File: src/pkg/can_filt_pkg.sv
// Package: register map, field layout and types of the CAN filter/interrupt block
// How it works
// - Mode 0: two filters on all 29 extended ID bits plus RTR, IDE, SRR.
// - Mode 1: four filters on standard 11 bits plus RTR, or 14 extended MSBs.
// - Mode 2: eight filters on the first eight identifier bits only.
// - Closed mode: no new frame is accepted; only a frame already in the back buffer can still reach the front and set rx_full_flag.
// - Each compared bit must equal its accept bit unless its mask bit is set.
// - First bank gives lower-numbered hits, second bank the upper-numbered ones.
// - Accepted message sets rx_full_flag and loads the three-bit filter_hit_code.
// - Several matching filters report the lowest-numbered one.
// - Eleven sources, each with own enable, drive wake, error, receive, transmit.
// - Transmit request while any empty buffer flag has its enable set.
// - Receive request and rx_full_flag rise right after EOF of accepted frame.
// - Bus activity during internal sleep sets wake_flag.
// - Rx and tx warning flags set when their error counter reaches 96.
// - Rx and tx passive flags set when their counter exceeds 127.
// - bus_off_flag sets when the transmit error counter exceeds 255.
// - Requests stay high while any enabled flag is set, gated by global mask.
// - Writing one to a flag bit clears it; handler acknowledges this way.
// - A write-one clear is void while the setting condition persists.
// - Error counters cannot be written through the register interface.
// - Config, timing, filter control, accept and mask writes need soft_reset_lock.
// - can_tx_pin forced recessive while the processor is in stop mode.
// - Accepted frame with both buffers full is dropped and sets overrun_flag.
// - Back-to-front copy happens only while rx_full_flag is clear.
package can_filt_pkg;

    // ****************************************
    // Register byte addresses
    // ****************************************
    localparam logic [7:0] ADDR_MODULE_CTRL_A = 8'h00;
    localparam logic [7:0] ADDR_MODULE_CTRL_B = 8'h04;
    localparam logic [7:0] ADDR_BIT_TIMING_A  = 8'h08;
    localparam logic [7:0] ADDR_BIT_TIMING_B  = 8'h0c;
    localparam logic [7:0] ADDR_RX_FLAGS      = 8'h10;
    localparam logic [7:0] ADDR_RX_IRQ_EN     = 8'h14;
    localparam logic [7:0] ADDR_TX_FLAGS      = 8'h18;
    localparam logic [7:0] ADDR_TX_CTRL       = 8'h1c;
    localparam logic [7:0] ADDR_FILTER_CTRL   = 8'h20;
    localparam logic [7:0] ADDR_ACCEPT_LO     = 8'h24;
    localparam logic [7:0] ADDR_ACCEPT_HI     = 8'h28;
    localparam logic [7:0] ADDR_MASK_LO       = 8'h2c;
    localparam logic [7:0] ADDR_MASK_HI       = 8'h30;
    localparam logic [7:0] ADDR_ERR_CNT       = 8'h34;

    // ****************************************
    // Field positions and constants
    // ****************************************
    localparam int FLG_RX_FULL    = 0;
    localparam int FLG_OVERRUN    = 1;
    localparam int FLG_BUS_OFF    = 2;
    localparam int FLG_TX_PASSIVE = 3;
    localparam int FLG_RX_PASSIVE = 4;
    localparam int FLG_TX_WARN    = 5;
    localparam int FLG_RX_WARN    = 6;
    localparam int FLG_WAKE       = 7;
    localparam int MODE_LSB       = 4;
    localparam int TX_BUFS        = 3;
    localparam logic [8:0] WARN_LIMIT    = 9'd96;
    localparam logic [8:0] PASSIVE_LIMIT = 9'd127;
    localparam logic [8:0] BUS_OFF_LIMIT = 9'd255;
    localparam logic [1:0] RESP_OKAY     = 2'b00;
    localparam logic [1:0] RESP_SLVERR   = 2'b10;
    localparam logic       RECESSIVE     = 1'b1;
    localparam logic [7:0] CTRL_A_RST    = 8'h01;

    typedef enum logic [1:0] {
        MODE_TWO_32   = 2'b00,
        MODE_FOUR_16  = 2'b01,
        MODE_EIGHT_8  = 2'b10,
        MODE_CLOSED   = 2'b11
    } filt_mode_t;

    // Received frame identity, valid with the end-of-frame strobe
    typedef struct packed {
        logic [28:0] id;
        logic        ide;
        logic        rtr;
        logic        srr;
    } rx_frame_t;

    // Error counters from the protocol engine
    typedef struct packed {
        logic [8:0] tx_err;
        logic [8:0] rx_err;
    } err_cnt_t;

endpackage

File: src/core/can_acceptance_filter_irq.sv
// CAN acceptance filter, interrupt flags and configuration lock behind AXI4-Lite
//
// The placing of the registers and the AXI4-Lite register port were chosen for this implementation.
`timescale 1ns/100ps
module can_acceptance_filter_irq (
    // Clock and reset
    input  wire logic                   i_clk_sys,
    input  wire logic                   i_rst_n,
    // AXI4-Lite write address and data
    input  wire logic                   i_axi_awvalid,
    output logic                        o_axi_awready,
    input  wire logic [7:0]             i_axi_awaddr,
    input  wire logic                   i_axi_wvalid,
    output logic                        o_axi_wready,
    input  wire logic [31:0]            i_axi_wdata,
    input  wire logic [3:0]             i_axi_wstrb,
    // AXI4-Lite write response
    output logic                        o_axi_bvalid,
    input  wire logic                   i_axi_bready,
    output logic [1:0]                  o_axi_bresp,
    // AXI4-Lite read
    input  wire logic                   i_axi_arvalid,
    output logic                        o_axi_arready,
    input  wire logic [7:0]             i_axi_araddr,
    output logic                        o_axi_rvalid,
    input  wire logic                   i_axi_rready,
    output logic [31:0]                 o_axi_rdata,
    output logic [1:0]                  o_axi_rresp,
    // Protocol engine side
    input  wire logic                   i_frame_ok,
    input  wire can_filt_pkg::rx_frame_t i_frame,
    input  wire can_filt_pkg::err_cnt_t i_err_cnt,
    input  wire logic [2:0]             i_tx_buf_empty,
    input  wire logic                   i_sleep_mode,
    input  wire logic                   i_engine_tx,
    // Pins and processor state
    input  wire logic                   i_can_rx_pin,
    input  wire logic                   i_stop_mode,
    input  wire logic                   i_global_irq_mask,
    // Outputs
    output logic                        o_can_tx_pin,
    output logic                        o_rx_copy,
    output logic                        o_irq_wake,
    output logic                        o_irq_err,
    output logic                        o_irq_rx,
    output logic                        o_irq_tx,
    output logic [7:0]                  o_module_ctrl_b,
    output logic [15:0]                 o_bit_timing
);
    import can_filt_pkg::*;

    // ****************************************
    // Registers
    // ****************************************
    logic [7:0]  ctrl_a_q;
    logic [7:0]  ctrl_b_q;
    logic [7:0]  timing_a_q;
    logic [7:0]  timing_b_q;
    logic [7:0]  flags_q;
    logic [7:0]  flags_d;
    logic [7:0]  irq_en_q;
    logic [2:0]  tx_irq_en_q;
    filt_mode_t  mode_q;
    logic [2:0]  hit_code_q;
    logic [2:0]  back_hit_q;
    logic        back_full_q;
    logic [31:0] accept_q [2];
    logic [31:0] mask_q [2];
    logic        rx_meta_q;
    logic        rx_sync_q;
    logic        rx_prev_q;
    logic        aw_have_q;
    logic        w_have_q;
    logic [7:0]  aw_addr_q;
    logic [31:0] w_data_q;
    logic [3:0]  w_strb_q;
    logic        soft_reset_lock;
    logic        wr_fire;
    logic [7:0]  clr_mask;
    logic [31:0] rd_data;
    logic        rd_hit;
    logic        wr_hit;

    assign soft_reset_lock = ctrl_a_q[0];

    // ****************************************
    // AXI4-Lite slave
    // ****************************************
    // Address and data are taken in either order; response waits for both
    assign wr_fire = aw_have_q && w_have_q && !o_axi_bvalid;

    always_ff @(posedge i_clk_sys) begin
        if (!i_rst_n) begin
            aw_have_q     <= 1'b0;
            w_have_q      <= 1'b0;
            aw_addr_q     <= 8'h00;
            w_data_q      <= 32'h0000_0000;
            w_strb_q      <= 4'h0;
            o_axi_awready <= 1'b0;
            o_axi_wready  <= 1'b0;
            o_axi_bvalid  <= 1'b0;
            o_axi_bresp   <= RESP_OKAY;
        end else begin
            o_axi_awready <= !aw_have_q && !(o_axi_awready && i_axi_awvalid);
            o_axi_wready  <= !w_have_q && !(o_axi_wready && i_axi_wvalid);
            if (o_axi_awready && i_axi_awvalid) begin
                aw_have_q <= 1'b1;
                aw_addr_q <= i_axi_awaddr;
            end
            if (o_axi_wready && i_axi_wvalid) begin
                w_have_q <= 1'b1;
                w_data_q <= i_axi_wdata;
                w_strb_q <= i_axi_wstrb;
            end
            if (wr_fire) begin
                aw_have_q     <= 1'b0;
                w_have_q      <= 1'b0;
                o_axi_awready <= 1'b0;
                o_axi_wready  <= 1'b0;
                o_axi_bvalid  <= 1'b1;
                o_axi_bresp   <= wr_hit ? RESP_OKAY : RESP_SLVERR;
            end else if (o_axi_bvalid && i_axi_bready) begin
                o_axi_bvalid <= 1'b0;
            end
        end
    end

    always_comb begin
        case (aw_addr_q)
            ADDR_MODULE_CTRL_A, ADDR_MODULE_CTRL_B, ADDR_BIT_TIMING_A, ADDR_BIT_TIMING_B,
            ADDR_RX_FLAGS, ADDR_RX_IRQ_EN, ADDR_TX_FLAGS, ADDR_TX_CTRL, ADDR_FILTER_CTRL,
            ADDR_ACCEPT_LO, ADDR_ACCEPT_HI, ADDR_MASK_LO, ADDR_MASK_HI, ADDR_ERR_CNT: wr_hit = 1'b1;
            default: wr_hit = 1'b0;
        endcase
    end

    always_comb begin
        rd_hit  = 1'b1;
        rd_data = 32'h0000_0000;
        case (i_axi_araddr)
            ADDR_MODULE_CTRL_A: rd_data[7:0] = ctrl_a_q;
            ADDR_MODULE_CTRL_B: rd_data[7:0] = ctrl_b_q;
            ADDR_BIT_TIMING_A:  rd_data[7:0] = timing_a_q;
            ADDR_BIT_TIMING_B:  rd_data[7:0] = timing_b_q;
            ADDR_RX_FLAGS:      rd_data[7:0] = flags_q;
            ADDR_RX_IRQ_EN:     rd_data[7:0] = irq_en_q;
            ADDR_TX_FLAGS:      rd_data[2:0] = i_tx_buf_empty;
            ADDR_TX_CTRL:       rd_data[2:0] = tx_irq_en_q;
            ADDR_FILTER_CTRL:   rd_data[7:0] = {2'b00, mode_q, 1'b0, hit_code_q};
            ADDR_ACCEPT_LO:     rd_data      = accept_q[0];
            ADDR_ACCEPT_HI:     rd_data      = accept_q[1];
            ADDR_MASK_LO:       rd_data      = mask_q[0];
            ADDR_MASK_HI:       rd_data      = mask_q[1];
            ADDR_ERR_CNT:       rd_data      = {7'h00, i_err_cnt.tx_err, 7'h00, i_err_cnt.rx_err};
            default:            rd_hit       = 1'b0;
        endcase
    end

    always_ff @(posedge i_clk_sys) begin
        if (!i_rst_n) begin
            o_axi_arready <= 1'b0;
            o_axi_rvalid  <= 1'b0;
            o_axi_rdata   <= 32'h0000_0000;
            o_axi_rresp   <= RESP_OKAY;
        end else begin
            o_axi_arready <= !o_axi_rvalid && !(o_axi_arready && i_axi_arvalid);
            if (o_axi_arready && i_axi_arvalid) begin
                o_axi_rvalid <= 1'b1;
                o_axi_rdata  <= rd_data;
                o_axi_rresp  <= rd_hit ? RESP_OKAY : RESP_SLVERR;
            end else if (o_axi_rvalid && i_axi_rready) begin
                o_axi_rvalid <= 1'b0;
            end
        end
    end

    // ****************************************
    // Control registers and configuration lock
    // ****************************************
    // Error counters are read-only inputs; no write path reaches them
    always_ff @(posedge i_clk_sys) begin
        if (!i_rst_n) begin
            ctrl_a_q    <= CTRL_A_RST;
            ctrl_b_q    <= 8'h00;
            timing_a_q  <= 8'h00;
            timing_b_q  <= 8'h00;
            irq_en_q    <= 8'h00;
            tx_irq_en_q <= 3'b000;
            mode_q      <= MODE_TWO_32;
            accept_q[0] <= 32'h0000_0000;
            accept_q[1] <= 32'h0000_0000;
            mask_q[0]   <= 32'h0000_0000;
            mask_q[1]   <= 32'h0000_0000;
        end else if (wr_fire && w_strb_q[0]) begin
            case (aw_addr_q)
                ADDR_MODULE_CTRL_A: ctrl_a_q    <= w_data_q[7:0];
                ADDR_RX_IRQ_EN:     irq_en_q    <= w_data_q[7:0];
                ADDR_TX_CTRL:       tx_irq_en_q <= w_data_q[2:0];
                default: begin
                    // Online writes to configuration are dropped silently
                    if (soft_reset_lock) begin
                        case (aw_addr_q)
                            ADDR_MODULE_CTRL_B: ctrl_b_q   <= w_data_q[7:0];
                            ADDR_BIT_TIMING_A:  timing_a_q <= w_data_q[7:0];
                            ADDR_BIT_TIMING_B:  timing_b_q <= w_data_q[7:0];
                            ADDR_FILTER_CTRL:   mode_q     <= filt_mode_t'(w_data_q[MODE_LSB +: 2]);
                            ADDR_ACCEPT_LO:     accept_q[0] <= w_data_q;
                            ADDR_ACCEPT_HI:     accept_q[1] <= w_data_q;
                            ADDR_MASK_LO:       mask_q[0]   <= w_data_q;
                            ADDR_MASK_HI:       mask_q[1]   <= w_data_q;
                            default: ;
                        endcase
                    end
                end
            endcase
        end
    end

    // ****************************************
    // Identifier acceptance filter
    // ****************************************
    logic [31:0] id_word;
    logic [7:0]  hits;
    logic [2:0]  hit_idx;
    logic        hit_any;
    logic [31:0] eq [2];

    // Frame laid out as the bank sees it, byte 0 in the top byte
    always_comb begin
        if (i_frame.ide) begin
            id_word = {i_frame.id[28:18], i_frame.srr, i_frame.ide, i_frame.id[17:0], i_frame.rtr};
        end else begin
            id_word = {i_frame.id[10:0], i_frame.rtr, i_frame.ide, 19'h00000};
        end
    end

    always_comb begin
        hits = 8'h00;
        for (int b = 0; b < 2; b++) begin
            // Mask bit set makes the position don't care
            eq[b] = ~(({4{id_word[31:24]}} ^ accept_q[b]) & ~mask_q[b]);
            case (mode_q)
                MODE_TWO_32: begin
                    eq[b] = ~((id_word ^ accept_q[b]) & ~mask_q[b]);
                    hits[b] = &eq[b];
                end
                MODE_FOUR_16: begin
                    eq[b] = ~(({2{id_word[31:16]}} ^ accept_q[b]) & ~mask_q[b]);
                    hits[2*b]   = &eq[b][31:16];
                    hits[2*b+1] = &eq[b][15:0];
                end
                MODE_EIGHT_8: begin
                    for (int k = 0; k < 4; k++) begin
                        hits[4*b+k] = &eq[b][31-8*k -: 8];
                    end
                end
                default: hits = 8'h00;
            endcase
        end
    end

    always_comb begin
        hit_idx = 3'd0;
        hit_any = |hits;
        for (int i = 7; i >= 0; i--) begin
            if (hits[i]) begin
                hit_idx = 3'(i);
            end
        end
    end

    // ****************************************
    // Receive buffers and flags
    // ****************************************
    logic accept_ev;
    logic copy_now;
    logic store_back;
    logic overrun_ev;
    logic [7:0] cond;

    assign accept_ev  = i_frame_ok && hit_any && (mode_q != MODE_CLOSED);
    assign clr_mask   = (wr_fire && w_strb_q[0] && aw_addr_q == ADDR_RX_FLAGS) ? w_data_q[7:0] : 8'h00;
    // Copy only into an empty front buffer and never while asleep
    assign copy_now   = !flags_q[FLG_RX_FULL] && !i_sleep_mode && (back_full_q || accept_ev);
    assign store_back = accept_ev && (flags_q[FLG_RX_FULL] || i_sleep_mode || back_full_q);
    assign overrun_ev = accept_ev && back_full_q && !copy_now;

    always_ff @(posedge i_clk_sys) begin
        if (!i_rst_n) begin
            rx_meta_q <= RECESSIVE;
            rx_sync_q <= RECESSIVE;
            rx_prev_q <= RECESSIVE;
        end else begin
            rx_meta_q <= i_can_rx_pin;
            rx_sync_q <= rx_meta_q;
            rx_prev_q <= rx_sync_q;
        end
    end

    always_comb begin
        cond = 8'h00;
        cond[FLG_WAKE]       = i_sleep_mode && (rx_sync_q != rx_prev_q);
        cond[FLG_RX_WARN]    = i_err_cnt.rx_err >= WARN_LIMIT;
        cond[FLG_TX_WARN]    = i_err_cnt.tx_err >= WARN_LIMIT;
        cond[FLG_RX_PASSIVE] = i_err_cnt.rx_err > PASSIVE_LIMIT;
        cond[FLG_TX_PASSIVE] = i_err_cnt.tx_err > PASSIVE_LIMIT;
        cond[FLG_BUS_OFF]    = i_err_cnt.tx_err > BUS_OFF_LIMIT;
        cond[FLG_OVERRUN]    = overrun_ev;
        cond[FLG_RX_FULL]    = copy_now;
        // Ones clear, zeros keep; a live condition beats the clear
        flags_d = (flags_q & ~clr_mask) | cond;
    end

    always_ff @(posedge i_clk_sys) begin
        if (!i_rst_n) begin
            flags_q     <= 8'h00;
            back_full_q <= 1'b0;
            back_hit_q  <= 3'd0;
            hit_code_q  <= 3'd0;
            o_rx_copy   <= 1'b0;
        end else begin
            flags_q   <= flags_d;
            o_rx_copy <= copy_now;
            if (copy_now) begin
                hit_code_q <= back_full_q ? back_hit_q : hit_idx;
            end
            if (store_back && !(back_full_q && !copy_now)) begin
                back_full_q <= 1'b1;
                back_hit_q  <= hit_idx;
            end else if (copy_now && back_full_q) begin
                back_full_q <= 1'b0;
            end
        end
    end

    // ****************************************
    // Interrupt requests and transmit pin
    // ****************************************
    logic [7:0] pend;
    assign pend = flags_q & irq_en_q;

    // Requests follow enabled flags and drop under the global mask
    always_ff @(posedge i_clk_sys) begin
        if (!i_rst_n) begin
            o_irq_wake <= 1'b0;
            o_irq_err  <= 1'b0;
            o_irq_rx   <= 1'b0;
            o_irq_tx   <= 1'b0;
        end else begin
            o_irq_wake <= !i_global_irq_mask && pend[FLG_WAKE];
            o_irq_err  <= !i_global_irq_mask && |pend[FLG_RX_WARN:FLG_OVERRUN];
            o_irq_rx   <= !i_global_irq_mask && pend[FLG_RX_FULL];
            o_irq_tx   <= !i_global_irq_mask && |(i_tx_buf_empty & tx_irq_en_q);
        end
    end

    // Stop mode must never leave the bus driven dominant
    always_ff @(posedge i_clk_sys) begin
        if (!i_rst_n) begin
            o_can_tx_pin    <= RECESSIVE;
            o_module_ctrl_b <= 8'h00;
            o_bit_timing    <= 16'h0000;
        end else begin
            o_can_tx_pin    <= i_stop_mode ? RECESSIVE : i_engine_tx;
            o_module_ctrl_b <= ctrl_b_q;
            o_bit_timing    <= {timing_b_q, timing_a_q};
        end
    end
endmodule // can_acceptance_filter_irq

File: config.mk
export PLATFORM = sky130hd
export DESIGN_NAME = can_acceptance_filter_irq
export DESIGN_NICKNAME = d
export VERILOG_FILES = /design/src/pkg/can_filt_pkg.sv /design/src/core/can_acceptance_filter_irq.sv
export SDC_FILE = /design/constraint.sdc
export NUM_CORES = 1
export LEC_CHECK = 0
export ABC_AREA = 1
export BUFFER_PORTS_ARGS = -buffer_cell sky130_fd_sc_hd__buf_4
export CORE_MARGIN = 2
export CORE_UTILIZATION = 53
export CTS_CLUSTER_SIZE = 30
export DETAILED_ROUTE_END_ITERATION = 8
export GPL_ROUTABILITY_DRIVEN = 0
export GPL_TIMING_DRIVEN = 0
export PLACE_DENSITY_LB_ADDON = 0.3
export SETUP_SLACK_MARGIN = 0.02
export SLEW_MARGIN = 20
export SYNTH_ARGS = -nofsm -noshare
export SYNTH_HDL_FRONTEND = slang
export SYNTH_SLANG_ARGS = --single-unit
export TNS_END_PERCENT = 20
File: constraint.sdc
create_clock -name i_clk_sys -period 3.8 [get_ports i_clk_sys]
set_input_delay 0.76 -clock i_clk_sys [delete_from_list [all_inputs] [get_ports i_clk_sys]]
set_output_delay 0.76 -clock i_clk_sys [all_outputs]
set_load 0.05 [all_outputs]
==> flow_summary_export.csv <==
group,metric,value,unit
outcome,outcome,"finished, violations left",
outcome,violations,"DRC",
synth,synthFlopType,"dfxtp_1",
floorplan,die_area,29000,um^2
timing,tightest_slew,1050,ps
timing,relSlewSlack,29.6,%
place,hpwl,40.6,mm
global_routing,grt_pass1_wl,80.0,mm
synth,synth_largest_area_cell,"edfxtp_1",
worst_setup_path,cp_data_arrival_time,3570,ps
global_routing,grt_pass1_vias,14500,
timing,rsz0062_at_grt,"false",
synth,ys_seq_elements,304,
run,maxCapViolCount,0,
global_routing,grt_usage,36.9,%
floorplan,die_h,170,um
worst_setup_path,endpoint_kind,"register",
synth,synth_top_family_by_area,"simple AND/OR/NAND/NOR gates",
clock_network,cts_buffers,31,
clock_network,clockBufferDepth,3,
timing,period_share,80.6,%
global_routing,grt_max_degree,22,
synth,synth_xor_area_share,0.119,%
floorplan,row_count,60,
route,wl_per_cell,21.6,um
worst_setup_path,cp_max_fo,10,
finish,final_util,65.5,%
finish,mostFrequentLayoutCell,"nand2_1",
finish,syn2layout_area_growth,21.0,%
clock_network,cts_setup_buffers,0,
place,numPortBuffers,182,
floorplan,ios,189,
global_routing,antenna_found_initial,2,
clock_network,clk_pin_slew,60,ps
timing,finalHoldViolations,0,
clock_network,post_cts_resized,0,
synth,synth_compound_area_share,15.8,%
timing,setup_slack,738,ps
synth,synth_area_leaders,"edfxtp_1 26%, dfxtp_1 24%, nand2_1 11%",
route,drtIter0Drc,2607,
finish,nNetsFinal,2247,
pwr,p_total,0.00773,W
route,drtAntennaViolNets,0,
floorplan,core_area,27100,um^2
timing,setup_tns,0,ps
clock_network,clock_sinks,304,
route,top_layer,"met4",
pwr,power_density,435,nW/um^2
pwr,vdd_drop_max,0.000334,V
synth,syn_area,14700,um^2
worst_setup_path,worst-endpoint-required,4310,ps
floorplan,start_util,54.1,%
timing,slew_viol_final,0,
synth,ys_seq_area_share,50.2,%
synth,synth_edf_count,128,
worst_setup_path,worstSetupStartpointType,"primary input",
synth,syn_inst,1904,
floorplan,die_w,170,um
min_path,worstHoldPathType,"in2reg",
clock_network,clkLatencyLatePin,580,ps
global_routing,grt-ovfl-total,0,
timing,setup_viol,0,
route,first_pass_iters,9,
timing,fmax,327,MHz
clock_network,clk_root_buffer_cell,"clkbuf_16",
worst_setup_path,worstSetupPathType,"in2reg",
finish,layout-drive-gt1-share,13.3,%
synth,syn_avg_cell_area,7.70,um^2
synth,synth_top_area_share,26.2,%
synth,synth_mux_area_share,0,%
finish,layout_common_cells,"415 x nand2_1, 287 x inv_1, 188 x buf_4",
route,avgViaCountPerCell,6.07,
timing,timing.hold.ws,368,ps
clock_network,cts_hold_buf,0,
route,met3_length,9.14,mm
pwr,p_leak,7.87,nW
route,met2_length,22.6,mm
timing,period_minus_slack,3060,ps
place,post-place-ws,360,ps
synth,yosys_warnings,0,
route,met1_length,19.2,mm
clock_network,cts_tree,"done",
synth,synth.distinct_cells,46,
synth,async_reset_ff_share,0,%
route,drc,1,
timing,skew,11.5,ps
clock_network,htree_levels,1,
route,totalWireLength,54.4,mm
route,vias,15300,
synth,synth-simple-area-share,23.9,%
synth,synth_adder_area_share,0.426,%
==> flip-flops by register name, indices dropped and copies added (netlist names), 3 cells and up, named ones only <==
register and count:
accept_q 64, mask_q 64, o_axi_rdata 32, w_data_q 32, o_bit_timing 16, aw_addr_q 8
ctrl_a_q 8, ctrl_b_q 8, flags_q 8, irq_en_q 8, o_module_ctrl_b 8, timing_a_q 8
timing_b_q 8, back_hit_q 3, hit_code_q 3, tx_irq_en_q 3
==> critical path, stage by stage <==
cell     delay [ps]
buf_4           120
inv_2           100
buf_2           310
nand2_1          90
nand2_1         370
nand2_1          90
nand3_1         100
nand2_1          70
inv_1            50
nand2_1          40
nor2_1          390
nand3_1         180
nand2_1         160
o21ai_1          90
nand3_2         120
nand4_2         180
nand2_1         130
nand2_1          60
nor2_1          130
==> synthesized netlist by cell type, types with 2 or more instances <==
master,n
xor2_1,2
buf_4,6
nand3_1,178
inv_2,3
ha_1,5
a221oi_1,39
nor3_1,15
nand3b_1,11
o2bb2ai_1,2
nand2_2,13
buf_2,6
o21a_1,5
dfxtp_1,176
o21ai_1,9
or2_2,3
o21ai_0,161
a2111oi_0,6
buf_6,3
o211ai_1,5
edfxtp_1,128
a31oi_1,10
nand4_1,4
a22o_1,4
nand2_1,418
o21bai_1,3
nand2_4,2
clkbuf_1,50
a21oi_1,115
nor2_1,182
o22ai_1,38
inv_1,287
==> per-layer routing <==
metal,global-route usage (%),up-vias
li1,-,6782
met5,0,-
met3,11.4,273
met1,48.0,6937
met4,19.2,0
met2,55.4,1306
==> metrics by stage <==
| stage | area, um^2 | instances |
|---|---|---|
| CTS | 17700 | 2520 |
| global route | 17700 | 2521 |
| floorplan | 14700 | 1905 |
| global placement | 16500 | 2459 |
| detailed placement | 16600 | 2463 |
| finish | 17700 | 2522 |
==> kinds of logic (layout without fill, tap and decap cells) <==
family                   after synthesis  in the layout
AO/OA/AOI/OAI                        402            402
XOR/XNOR                               2              2
adder cells (fa/ha/maj)                5              5
buffers and inverters                358            601
flip-flops                           304            304
other                                  1              4
AND/OR/NAND/NOR                      832            832
==> final timing paths <==
check | from | end | slack (ps) | depth (start not counted)
worst max-delay path | i_frame[2] | back_hit_q[0]$_SDFFE_PN0P_ | 740 | 19
worst min register to register | rx_meta_q$_SDFF_PN1_ | rx_sync_q$_SDFF_PN1_ | 420 | 1
worst max register to register | mode_q[0]$_SDFFE_PN0P_ | back_hit_q[0]$_SDFFE_PN0P_ | 800 | 17
worst min-delay path | i_engine_tx | o_can_tx_pin$_SDFF_PP1_ | 370 | 2
==> layout make-up <==
| class | instances | area [um^2] |
|---|---|---|
| Clock inverter | 12 | 146 |
| Clock buffer | 45 | 971 |
| Tap cell | 372 | 465 |
| Timing Repair Buffer | 186 | 1470 |
| Sequential cell | 304 | 7370 |
| Inverter | 291 | 1090 |
| Antenna cell | 2 | 5.00 |
| Buffer | 67 | 315 |
| Fill cell | 2302 | 9350 |
| Multi-Input combinational cell | 1243 | 5920 |
==> power by group <==
part / internal, W / total, W / switching (W)
Sequential: 0.00350 / 0.00356 / 0.0000661
Combinational: 0.000260 / 0.000855 / 0.000596
Clock: 0.00197 / 0.00331 / 0.00134
(Power assumes the default switching activity.)
